File: src/pkg/cbc_consts.svh
// Purpose: Constants of the cell balance controller.
// Assumes: Included by the top module and the testbench only.
// Notes:   Offsets are APB byte addresses; times are in their own units.
`ifndef CBC_CONSTS_SVH
`define CBC_CONSTS_SVH
// Clock rate in kHz (20 MHz).
`define CBC_CLK_KHZ 20000
// Measurement and bleed phases of one cycle, and the whole cycle.
`define CBC_MEAS_MS 50
`define CBC_BAL_MS 200
`define CBC_CYCLE_MS 250
// Least dwell time between selection updates, in tenths of a minute.
`define CBC_DWELL_DMIN 75
// One hour in milliseconds, the base of the time-out.
`define CBC_HOUR_MS 3600000
// Least protection delay, in ms, and the unit of the delay fields.
`define CBC_PROT_MIN_MS 500
`define CBC_PROT_UNIT_MS 100
// Register byte offsets.
`define CBC_CTRL_OFS 12'h000
`define CBC_DLY_OFS 12'h004
`define CBC_STAT_OFS 12'h008
// Control field positions.
`define CBC_MODE_LSB 0
`define CBC_TSEL_LSB 2
`define CBC_VTH_LSB 4
// Delay field positions.
`define CBC_OVD_LSB 0
`define CBC_UVD_LSB 8
// Status field positions.
`define CBC_ST_SEL_LSB 8
`define CBC_ST_TRUN 9
`define CBC_ST_TEXP 10
`define CBC_ST_MEAS 11
`define CBC_ST_CHG 12
// Reset values: balancing off, start threshold code 15 (3.9 V).
`define CBC_MODE_RST 2'h0
`define CBC_TSEL_RST 2'h0
`define CBC_VTH_RST 4'hf
`endif

File: src/pkg/cbc_pkg.sv
// Purpose: Types of the cell balance controller.
// Assumes: Up to eight cells.
// Notes:   Timing counts live in the header as macros.
package cbc_pkg;
    // Widest cell stack the state can hold.
    localparam int CBC_NMAX = 8;

    // Balance enable modes.
    typedef enum logic [1:0] {
        CBC_MODE_OFF = 2'b00,
        CBC_MODE_TIMER = 2'b01,
        CBC_MODE_CHG = 2'b10,
        CBC_MODE_BOTH = 2'b11
    } cbc_mode_t;

    // Phase of the repeating measure/bleed cycle.
    typedef enum logic {
        CBC_PH_MEAS = 1'b0,
        CBC_PH_BAL = 1'b1
    } cbc_phase_t;

    // Whole state of the controller.
    typedef struct packed {
        logic chg_s1;
        logic chg_s2;
        cbc_phase_t phase;
        logic [22:0] cyc_cnt;
        logic [15:0] dwell_cnt;
        logic [2:0] sel_idx;
        logic sel_valid;
        logic tmr_run;
        logic tmr_exp;
        logic [16:0] tmr_cnt;
        cbc_mode_t mode;
        logic [1:0] tsel;
        logic [3:0] vth;
        logic [7:0] ov_dly;
        logic [7:0] uv_dly;
        logic [CBC_NMAX-1:0] bleed;
        logic meas_en;
        logic freeze;
        logic [31:0] prdata;
        logic pready;
        logic pslverr;
    } cbc_state_t;
endpackage : cbc_pkg

File: src/rtl/cbc_top.sv
// Purpose: Hardware cell-balancing sequencer with an APB register slave.
// Assumes: Cell comparison and fault-timer inputs come from logic on
//          pclk; only the charger detect arrives from a pin.
// Notes:   Overview of operation
// Overview of operation
// Selection latched once per dwell, 7.5 minutes.
// Bleed highest cell above threshold, no hysteresis.
// At most one bleed drive at once.
// Expired timer clears and stops selection.
// Suppress bleed on four listed conditions.
// 250 ms cycles: 50 ms measure, 200 ms bleed.
// Freeze measurements while any bleed is on.
// Protection delays never below 500 ms.
// Pause bleeding while OV/UV delay runs.
// Resume bleeding once OV/UV timing ends.
// Time-out of 1, 2, 4 or 8 hours.
// Timer starts when balancing first begins.
// Charger loss stops bleeding at once.
// Start threshold 4 bits, 2.4-3.9 V, default 3.9.
// Enable mode: charger, timer, or both.
// Enable field zero keeps bleeding off.
// Shutdown keeps balancing inactive.
// System should enable the time-out.
// One separate comparator judges start threshold.
// Ties go to the lowest-numbered cell.
//
// The implementer's own choices: the register addresses and register access over APB.
`timescale 1ns/1ns
`include "cbc_consts.svh"

module cbc_top
    import cbc_pkg::*;
#(
    parameter int N_CELLS = 8,
    parameter int MEAS_CYC = `CBC_MEAS_MS * `CBC_CLK_KHZ,
    parameter int BAL_CYC = `CBC_BAL_MS * `CBC_CLK_KHZ,
    parameter int DWELL_TICKS =
        (`CBC_DWELL_DMIN * 6000 + `CBC_CYCLE_MS - 1) / `CBC_CYCLE_MS,
    parameter int HOUR_TICKS = `CBC_HOUR_MS / `CBC_CYCLE_MS
) (
    input wire logic pclk,
    input wire logic presetn,
    input wire logic clk_en,
    input wire logic psel,
    input wire logic penable,
    input wire logic pwrite,
    input wire logic [11:0] paddr,
    input wire logic [31:0] pwdata,
    output logic [31:0] prdata,
    output logic pready,
    output logic pslverr,
    input wire logic [N_CELLS-1:0] cell_is_max,
    input wire logic max_above_start,
    input wire logic charger_det,
    input wire logic ov_timing,
    input wire logic uv_timing,
    input wire logic shutdown_mode,
    output logic [N_CELLS-1:0] bleed_drive,
    output logic meas_active,
    output logic meas_freeze,
    output logic [3:0] start_vth_code,
    output logic [7:0] ov_delay_units,
    output logic [7:0] uv_delay_units
);

    // ****************************************************************
    // Elaboration checks
    // ****************************************************************
    // Counter widths in the state bound what the parameters may be.
    initial begin
        if (N_CELLS < 4 || N_CELLS > CBC_NMAX) begin
            $error("N_CELLS must be 4 to 8.");
        end
        if (MEAS_CYC < 1 || BAL_CYC < 1 ||
            MEAS_CYC + BAL_CYC > 23'h7f_ffff) begin
            $error("Phase lengths do not fit the cycle counter.");
        end
        if (DWELL_TICKS < 1 || DWELL_TICKS > 65535) begin
            $error("DWELL_TICKS out of range.");
        end
        if (HOUR_TICKS < 1 || HOUR_TICKS * 8 > 131071) begin
            $error("HOUR_TICKS out of range.");
        end
    end

    localparam logic [22:0] MEAS_LAST = 23'(MEAS_CYC - 1);
    localparam logic [22:0] BAL_LAST = 23'(BAL_CYC - 1);
    localparam logic [15:0] DWELL_LAST = 16'(DWELL_TICKS - 1);
    localparam logic [7:0] PROT_MIN =
        8'(`CBC_PROT_MIN_MS / `CBC_PROT_UNIT_MS);

    // ****************************************************************
    // Design notes
    // ****************************************************************
    // The cycle counter runs a measure phase and then a bleed phase.
    // The end of each bleed phase is one tick of the slower counters.
    // The dwell counter and the balance timer both count these ticks,
    // so their resolution is one whole cycle and not one clock.
    // A selection is taken only when the dwell counter wraps. Between
    // wraps the chosen cell stays fixed, which keeps the bleed from
    // hopping between two cells that sit a few millivolts apart.
    // The bleed gates are applied every clock, not once per dwell, so
    // a fault being timed or a highest cell that drops below the start
    // voltage ends the bleed on the next clock, a lost charger on the third.
    // The threshold comparison has no hysteresis, by intent; a cell
    // near the start voltage may toggle the bleed from one clock to
    // the next, and whoever owns the comparator must filter it if
    // that matters.
    // The timer starts on the first crossing of the start voltage and
    // is sticky once it expires. Only a control write or a shutdown
    // clears it, so a pack left on a dead charger cannot restart
    // balancing by itself.
    // The delay fields are clamped on write, not on read, so the fault
    // timers always see the stored, legal value.
    // The bus answers one cycle after the access cycle. Writes commit
    // at the edge at which that answer is sampled high, never earlier.
    // The charger detect is the only input from outside the clock
    // domain. It passes two flops and adds two cycles of lag; all
    // other inputs are taken as they are.
    // A frozen clock enable stalls everything, the synchroniser too,
    // so a long freeze can hide a short charger drop entirely.

    // ****************************************************************
    // Functions
    // ****************************************************************
    // Lowest-numbered set flag, so ties pick one cell every time.
    function automatic logic [2:0] lowest_set(
        input logic [CBC_NMAX-1:0] flags
    );
        logic [2:0] idx;
        idx = 3'h0;
        for (int i = CBC_NMAX - 1; i >= 0; i--) begin
            if (flags[i]) begin
                idx = 3'(i);
            end
        end
        return idx;
    endfunction : lowest_set

    // Delay write value raised to the least legal setting.
    function automatic logic [7:0] clamp_dly(input logic [7:0] v);
        return (v < PROT_MIN) ? PROT_MIN : v;
    endfunction : clamp_dly

    // ****************************************************************
    // State
    // ****************************************************************
    cbc_state_t st_r;
    cbc_state_t st_nxt;

    logic [CBC_NMAX-1:0] max_flags;
    logic tick;
    logic dwell_due;
    logic chg_ok;
    logic tmr_block;
    logic [16:0] tmr_limit;
    logic apb_acc;
    logic apb_wr;
    logic [31:0] rd_word;
    logic rd_hit;

    // Widen the per-cell flags to the state width.
    always_comb begin
        max_flags = '0;
        max_flags[N_CELLS-1:0] = cell_is_max;
    end

    // ****************************************************************
    // Next-state logic
    // ****************************************************************
    // Everything advances here; the register stage below only applies it.
    always_comb begin
        st_nxt = st_r;
        tick = 1'b0;
        dwell_due = 1'b0;
        rd_word = 32'h0000_0000;
        rd_hit = 1'b1;

        // The pin is caught by two flops; only the second is read.
        st_nxt.chg_s1 = charger_det;
        st_nxt.chg_s2 = st_r.chg_s1;

        // Cycle sequencer: measure phase, then bleed phase.
        if (st_r.phase == CBC_PH_MEAS) begin
            if (st_r.cyc_cnt == MEAS_LAST) begin
                st_nxt.phase = CBC_PH_BAL;
                st_nxt.cyc_cnt = 23'h00_0000;
            end else begin
                st_nxt.cyc_cnt = st_r.cyc_cnt + 23'h00_0001;
            end
        end else begin
            if (st_r.cyc_cnt == BAL_LAST) begin
                st_nxt.phase = CBC_PH_MEAS;
                st_nxt.cyc_cnt = 23'h00_0000;
                tick = 1'b1;
            end else begin
                st_nxt.cyc_cnt = st_r.cyc_cnt + 23'h00_0001;
            end
        end

        // Dwell counter in whole cycles; update when it wraps.
        if (tick) begin
            if (st_r.dwell_cnt == DWELL_LAST) begin
                st_nxt.dwell_cnt = 16'h0000;
                dwell_due = 1'b1;
            end else begin
                st_nxt.dwell_cnt = st_r.dwell_cnt + 16'h0001;
            end
        end

        // Balance timer: starts at first start-threshold crossing.
        tmr_limit = 17'(HOUR_TICKS) << st_r.tsel;
        if (st_r.mode != CBC_MODE_OFF && !st_r.tmr_run &&
            !st_r.tmr_exp && max_above_start) begin
            st_nxt.tmr_run = 1'b1;
            st_nxt.tmr_cnt = 17'h0_0000;
        end else if (st_r.tmr_run && tick) begin
            if (st_r.tmr_cnt + 17'h0_0001 >= tmr_limit) begin
                st_nxt.tmr_run = 1'b0;
                st_nxt.tmr_exp = 1'b1;
            end else begin
                st_nxt.tmr_cnt = st_r.tmr_cnt + 17'h0_0001;
            end
        end
        tmr_block = st_r.tmr_exp &&
            (st_r.mode == CBC_MODE_TIMER || st_r.mode == CBC_MODE_BOTH);

        // Selection: once per dwell, cleared and idle after expiry in the timer and both modes.
        if (tmr_block) begin
            st_nxt.sel_valid = 1'b0;
        end else if (dwell_due) begin
            st_nxt.sel_valid = max_above_start && (max_flags != '0);
            st_nxt.sel_idx = lowest_set(max_flags);
        end

        // Charger gate applies in the modes that balance only on charge.
        chg_ok = st_r.chg_s2 ||
            !(st_r.mode == CBC_MODE_CHG || st_r.mode == CBC_MODE_BOTH);

        // Bleed drive: one-hot of the selection, gated every cycle.
        st_nxt.bleed = '0;
        if (st_r.mode != CBC_MODE_OFF &&
            st_r.sel_valid && !tmr_block &&
            max_above_start &&
            st_r.phase == CBC_PH_BAL &&
            chg_ok &&
            !ov_timing && !uv_timing) begin
            st_nxt.bleed[st_r.sel_idx] = 1'b1;
        end
        // A fresh selection takes effect one cycle later via sel_idx.
        st_nxt.meas_en = (st_nxt.phase == CBC_PH_MEAS);
        st_nxt.freeze = (st_nxt.bleed != '0);

        // APB slave: answer on the second access cycle.
        apb_acc = psel && penable && !st_r.pready;
        // Writes land at the edge that samples the answer high.
        apb_wr = psel && penable && pwrite && st_r.pready;
        case (paddr)
            `CBC_CTRL_OFS: begin
                rd_word[`CBC_MODE_LSB +: 2] = st_r.mode;
                rd_word[`CBC_TSEL_LSB +: 2] = st_r.tsel;
                rd_word[`CBC_VTH_LSB +: 4] = st_r.vth;
            end
            `CBC_DLY_OFS: begin
                rd_word[`CBC_OVD_LSB +: 8] = st_r.ov_dly;
                rd_word[`CBC_UVD_LSB +: 8] = st_r.uv_dly;
            end
            `CBC_STAT_OFS: begin
                rd_word[CBC_NMAX-1:0] = st_r.bleed;
                rd_word[`CBC_ST_SEL_LSB] = st_r.sel_valid;
                rd_word[`CBC_ST_TRUN] = st_r.tmr_run;
                rd_word[`CBC_ST_TEXP] = st_r.tmr_exp;
                rd_word[`CBC_ST_MEAS] = st_r.meas_en;
                rd_word[`CBC_ST_CHG] = st_r.chg_s2;
                rd_word[15:13] = st_r.sel_idx;
            end
            default: begin
                rd_hit = 1'b0;
            end
        endcase
        st_nxt.pready = apb_acc;
        st_nxt.pslverr = apb_acc && !rd_hit;
        st_nxt.prdata = (apb_acc && !pwrite) ? rd_word : 32'h0000_0000;
        if (apb_wr && paddr == `CBC_CTRL_OFS) begin
            st_nxt.mode = cbc_mode_t'(pwdata[`CBC_MODE_LSB +: 2]);
            st_nxt.tsel = pwdata[`CBC_TSEL_LSB +: 2];
            st_nxt.vth = pwdata[`CBC_VTH_LSB +: 4];
            // A new setting restarts the time-out from scratch.
            st_nxt.tmr_run = 1'b0;
            st_nxt.tmr_exp = 1'b0;
            st_nxt.tmr_cnt = 17'h0_0000;
        end
        if (apb_wr && paddr == `CBC_DLY_OFS) begin
            st_nxt.ov_dly = clamp_dly(pwdata[`CBC_OVD_LSB +: 8]);
            st_nxt.uv_dly = clamp_dly(pwdata[`CBC_UVD_LSB +: 8]);
        end

        // Shutdown: balancing state is cleared and held idle.
        if (shutdown_mode) begin
            st_nxt.phase = CBC_PH_MEAS;
            st_nxt.cyc_cnt = 23'h00_0000;
            st_nxt.dwell_cnt = 16'h0000;
            st_nxt.sel_valid = 1'b0;
            st_nxt.tmr_run = 1'b0;
            st_nxt.tmr_exp = 1'b0;
            st_nxt.tmr_cnt = 17'h0_0000;
            st_nxt.bleed = '0;
            st_nxt.meas_en = 1'b0;
            st_nxt.freeze = 1'b0;
        end
    end

    // ****************************************************************
    // Register stage
    // ****************************************************************
    // The clock enable freezes every flop, bus answer included.
    always_ff @(posedge pclk or negedge presetn) begin
        if (!presetn) begin
            st_r <= '0;
            st_r.phase <= CBC_PH_MEAS;
            st_r.mode <= cbc_mode_t'(`CBC_MODE_RST);
            st_r.tsel <= `CBC_TSEL_RST;
            st_r.vth <= `CBC_VTH_RST;
            st_r.ov_dly <= PROT_MIN;
            st_r.uv_dly <= PROT_MIN;
        end else if (clk_en) begin
            st_r <= st_nxt;
        end
    end

    // ****************************************************************
    // Outputs
    // ****************************************************************
    // All outputs are flop bits of the state.
    assign prdata = st_r.prdata;
    assign pready = st_r.pready;
    assign pslverr = st_r.pslverr;
    assign bleed_drive = st_r.bleed[N_CELLS-1:0];
    assign meas_active = st_r.meas_en;
    assign meas_freeze = st_r.freeze;
    assign start_vth_code = st_r.vth;
    assign ov_delay_units = st_r.ov_dly;
    assign uv_delay_units = st_r.uv_dly;

endmodule : cbc_top

File: config.mk
export PLATFORM = sky130hd
export DESIGN_NAME = cbc_top
export DESIGN_NICKNAME = d
export VERILOG_FILES = /design/src/pkg/cbc_pkg.sv /design/src/rtl/cbc_top.sv
export VERILOG_INCLUDE_DIRS = /design/src /design/src/pkg
export SDC_FILE = /design/constraint.sdc
export NUM_CORES = 1
export LEC_CHECK = 0
export ABC_CLOCK_PERIOD_IN_PS = 3300
export BUFFER_PORTS_ARGS = -buffer_cell sky130_fd_sc_hd__buf_2
export CAP_MARGIN = 20
export CORE_MARGIN = 10
export CORE_UTILIZATION = 57
export CTS_CLUSTER_DIAMETER = 80
export DETAILED_ROUTE_END_ITERATION = 12
export MAX_ROUTING_LAYER = met4
export PLACE_DENSITY = 0.81
export SYNTH_ARGS = -nofsm -noshare
export SYNTH_HDL_FRONTEND = slang
export SYNTH_SLANG_ARGS = --single-unit
File: constraint.sdc
create_clock -name pclk -period 3.3 [get_ports pclk]
set_input_delay 0.165 -clock pclk [delete_from_list [all_inputs] [get_ports pclk]]
set_output_delay 0.165 -clock pclk [all_outputs]
set_load 0.1 [all_outputs]
# After elaboration in Yosys (flattened, before gate mapping)
# Cells that the tools add are included.
[totals]
reg_bits = 133
in_bits = 63
output_inout_bits = 64
elab_cells = 135
[classes]
add_sub_neg = 3
order_cmp = 5
eq_ne = 10
n_shift = 1
n_mux = 40
n_bitwise = 2
reduce_logical = 53
[ops]
columns = ["op", "count"]
rows = [
  ["2-to-1 mux 16 bit", 3],
  ["2-to-1 mux 23 bit", 2],
  ["2-to-1 mux 40 bit", 1],
  ["2-to-1 mux 17 bit", 2],
  ["2-to-1 mux 27 bit", 1],
  ["2-to-1 mux 24 bit", 1],
  ["2-to-1 mux 3 bit", 8],
  ["2-to-1 mux 8 bit", 3],
  ["one-hot mux 8 bit (3 select lines)", 1],
  ["adder 23 x 1 -> 23 bit (second input constant)", 1],
  ["== test 23 x 20 -> 1 bit (second input constant)", 1],
  ["== test 23 x 22 -> 1 bit (second input constant)", 1],
  ["logical AND 1 bit", 22],
  ["2-to-1 mux 20 bit", 1],
  ["2-to-1 mux 19 bit", 1],
  ["adder 17 x 1 -> 17 bit (second input constant)", 1],
  ["greater-or-equal comparator 17 bit", 1],
  ["<< shifter 14 x 2 -> 17 bit (first input constant)", 1],
  ["adder 16 x 1 -> 16 bit (second input constant)", 1],
  ["== test 16 x 11 -> 1 bit (second input constant)", 1],
  ["less-than comparator 8 x 3 -> 1 bit (second input constant)", 2],
  ["one-hot mux 8 bit (2 select lines)", 1],
  ["nonzero test 8 bit", 2],
  ["== test 12 x 3 -> 1 bit (second input constant)", 1],
  ["22 further kinds", 54],
]

# Depth between registers and ports, before layout
[depth]
depth_word = 13
depth_mapped = 15
ltp_nobuf = 13

# Worst setup path before layout
# No wires, ideal clock.
[synth_timing]
path_type = "flip-flop to flip-flop"
start = "register st_r[68] in the netlist's numbering"
end = "register st_r[73] in the netlist's numbering"
setup_ns = 0.065
t_arrival_ns = 2.980
required_ns = 3.235
path_slack_ns = 0.255
stages_incl_launch_ff = 14
path_buffers = 1
synth_period_minus_slack_ns = 3.045
path_cell_list = "dfrtp_1 -> ha_1 -> and3_1 -> and4_1 -> nand3_1 -> xnor2_1 -> ha_1 -> nand4_1 -> nor2_1 -> nand3_1 -> or4b_1 -> clkbuf_1 -> a41oi_1 -> a211o_1"
[synth_via]
elab_chain_cells = 6
elab_cells_between_ends = 9
classes_between = "1 x add/sub; 1 x order compare; 1 x eq/ne; 5 x mux; 1 x reduce/logical"
[synth_lines]
columns = ["element", "line", "source"]
rows = [
  ["start, declared", "cbc_top.sv:148", "cbc_state_t st_r;"],
  ["start signal, assigned", "cbc_top.sv:327", "st_r <= st_nxt;"],
  ["adder 17 x 1 -> 17 bit *", "cbc_top.sv:218, cbc_top.sv:222", ""],
  ["parallel branches: the longest is 5 deep, another holds greater-or-equal comparator 17 bit", "--", ""],
]
# Every way passes the cells marked *. The select of a mux whose other input is x is not followed.
# A chain may end at the register's enable or synchronous reset.

# Final worst setup path
[layout_timing]
start = "register st_r[69] in the netlist's numbering"
end = "register st_r[68] in the netlist's numbering"
[layout_via]
elab_chain_cells = 4
[layout_lines]
columns = ["element", "line", "source"]
rows = [
  ["adder 17 x 1 -> 17 bit", "cbc_top.sv:218", "if (st_r.tmr_cnt + 17'h0_0001 >= tmr_limit) begin"],
  ["greater-or-equal comparator 17 bit", "cbc_top.sv:218", ""],
  ["!= test 4 x 3 -> 1 bit (no line)", "--", ""],
  ["AND reduction 3 bit (no line)", "--", ""],
]
# Every way passes these cells.

==> run metrics <==
startpoint class of the critical path=flip-flop; register area=2940 µm²; DP Wirelength=13000 µm; most common cell in the netlist=dfrtp_1; Top FF cell, synth=dfrtp_1; top-area cell type share of the netlist area=39.5%; routability cong.=0.957; Starting Density=57.7%; CP Data Arrival Time=3.51 ns; syn avg cell area=9.45 µm²; mapped cell area=6910 µm²; worst slew pin tran=0.899 ns; Slew Viols, Final=0; htree depth=4; Num CTS Buffers=17; Root Buffer=clkbuf_16; Clock Skew=0.00634 ns; crit-path cells=ha_2 -> and3_4 -> and4_4 -> nand3_2 -> xnor2_2 -> ha_1 -> nand4_1 -> nor3_2 -> a22oi_1 -> and4_2 -> and3_1 -> buf_12 -> mux2_2; Placed Area=7200 µm²; kind of critical path=reg2reg; ANT cells=0; vias=6064; Post-Place Setup Slack=0.0181 ns; final std cells w/o fill=954; WL per Instance=20.0 µm; CP max stage delay=0.41 ns; largest net degree at the start of global routing=71; wire length of the first global-routing pass=31000 µm; fmax=0.313 GHz; number of global-route vias before repair=6132; nets=872; DR vias/cell=6.36; slowest stage cell, crit path=dfrtp_1; FF+latch count, synth=117; setup slack, reg-to-reg=0.10 ns; Setup crit end=st_r[68]; post-synth top area cell=dfrtp_1; CTS tree=built; maximum VDD drop=0.000343 V; Final Util=65.8%; Hold Crit Class=in2reg; P per Cell Area=426 nW/µm²; IO Pins=127; cell leakage power=3.68 nW; drt drc=0; outcome=completed; clk buf depth=2; core area=12000 µm²; clk_lat worst skew=0.42 ns; die width=130 µm; CP required=3.61 ns; die height=130 µm; Distinct cells, synth=66; Post-synth EDFFs=0; CTS clk-pin slew, worst paths=0.06 ns; fraction of layout instances using a drive strength above 1=25.4%; Setup violations, final=0; total gr overflow=0; DIE AREA=16900 µm²; Pre-antenna DRT Iters=5; P&R area growth vs syn=14.0%; total routed wirelength=19000 µm; FP Rows=40; clock group share of total power=48.2%; TritonCTS Sinks=117; cells after synthesis=731; Final Hold Viols=0; Net Sw Frac=25.7%; sequential fraction of design power=43.5%; CP Max Fanout=11; worst setup margin=0.101 ns; power after layout=3.35 mW; GRT Overall Usage=23.2%; combinational share of power=8.3%; DR iter-0 viols=624; Final TNS setup=0 ns; reg2reg start=st_r[69]; fillcell total=902; Pint=2.49 mW; Synth area leaders=dfrtp_1 39%, buf_4 6.6%, o21ai_0 3.7%; Commonest cells post-synth=109 x dfrtp_1, 61 x buf_4, 59 x nand2_1; worst hold margin=0.0157 ns; normalized max-slew margin=40.1%; final instance area=7870 µm²; Post-synth ARST share=100%; fin crit period=3.20 ns; Buffers on Ports=94; Reg2Reg Depth=13; dpl cells=913; Multi-input gate area=3400 µm²; Detail Route Antenna Nets=0; crit path from=st_r[69]; endpoint class of the critical path=flip-flop; initial antenna violation count=0; net load switching power=0.861 mW; r2r endpoint=st_r[68]; Syn. warnings=0; number of max-cap violations=0; period utilisation layout=96.9%; sequential area share after synthesis=42.5%
[critical path: cells and delay by family, from the launching register on]
family / cells / cell delay [ns]
multiplexers: 1 / 0.25
XOR/XNOR: 1 / 0.17
buffers and inverters: 1 / 0.15
AND/OR/NAND/NOR: 7 / 1.46
AO/OA/AOI/OAI: 1 / 0.09
adder cells (fa/ha/maj): 2 / 0.54
flip-flops: 1 / 0.41
[power groups by stage]
stage	clock (mW)	combinational, mW	sequential [mW]
after floorplan	0	0.166	1.50
after global placement	0	0.260	1.48
after detailed placement	0	0.268	1.48
after CTS	1.63	0.277	1.46
after global routing	1.70	0.299	1.46
final	1.62	0.279	1.46
[logic make-up after synthesis]
logic type,Yosys count,synth area share [%]
AOI/OAI and AO/OA,175,17.6
buffers and inverters,118,10.0
xor gates and xnor gates,16,2.03
other,1,0.0543
muxes,33,5.16
adders and majority gates,14,2.54
DFF,117,42.5
and+or+nand+nor,257,20.0
[sequential cells by signal, indices dropped and copies added, names as in the netlist]
signal          flops
start_vth_code      4
ov_delay_units      8
prdata             16
st_nxt              1
uv_delay_units      8
meas_freeze         1
bleed_drive         8
meas_active         1
pslverr             1
pready              1
st_r               68
[layout by cell type (no fill, tap or decap), drive strengths merged, types with 11 or more instances in the layout]
master	netlist	layout
buf	74	121
dfrtp	109	109
nand2	59	59
o21ai	53	53
nor2	43	43
nand3	28	28
a21oi	27	27
clkbuf	24	25
o2bb2ai	23	23
nor3	23	23
and3	23	23
mux2	21	21
inv	20	20
a22o	18	18
conb	1	16
ha	14	14
nor4	14	14
nand4	13	13
mux2i	12	12
xnor2	11	11
[worst min-delay path by stage]
stage                         start           endpoint  slack (ns)  cells after the start
final                     pwdata[5]  ov_delay_units[5]        0.02                      2
after global routing      pwdata[3]           st_r[65]        0.02                      2
after CTS                 pwdata[3]           st_r[65]       0.001                      2
after detailed placement    presetn           st_r[84]        0.36                      1
after global placement      presetn           st_r[83]        0.33                      1
after floorplan             presetn     bleed_drive[0]       -0.13                      0
[final cells by class]
type | count | share of cell area [%]
clock buffer | 25 | 6.04
clock inverter | 6 | 0.413
timing repair buffer | 128 | 9.73
sequential | 117 | 37.3
multi-input combinational | 511 | 43.2
inverter | 20 | 0.954
tap | 147 | 2.34
[routing by layer]
layer | GRT usage [%] | share of wire, % | vias up
li1 | - | - | 2736
met1 | 28.2 | 41 | 3005
met2 | 37.3 | 50 | 286
met3 | 5.60 | 7.5 | 37
met4 | 7.47 | 1.6 | 0
met5 | - | 0 | -
[what timing repair did]
action	4_1_cts	5_1_grt
resized for setup	1	18
hold endpoints to repair	66	0
buffers inserted	0	3
pin swaps	0	3
hold buffers	7	0
setup endpoints to repair	1	17
Power figures use the tool's default switching activity.
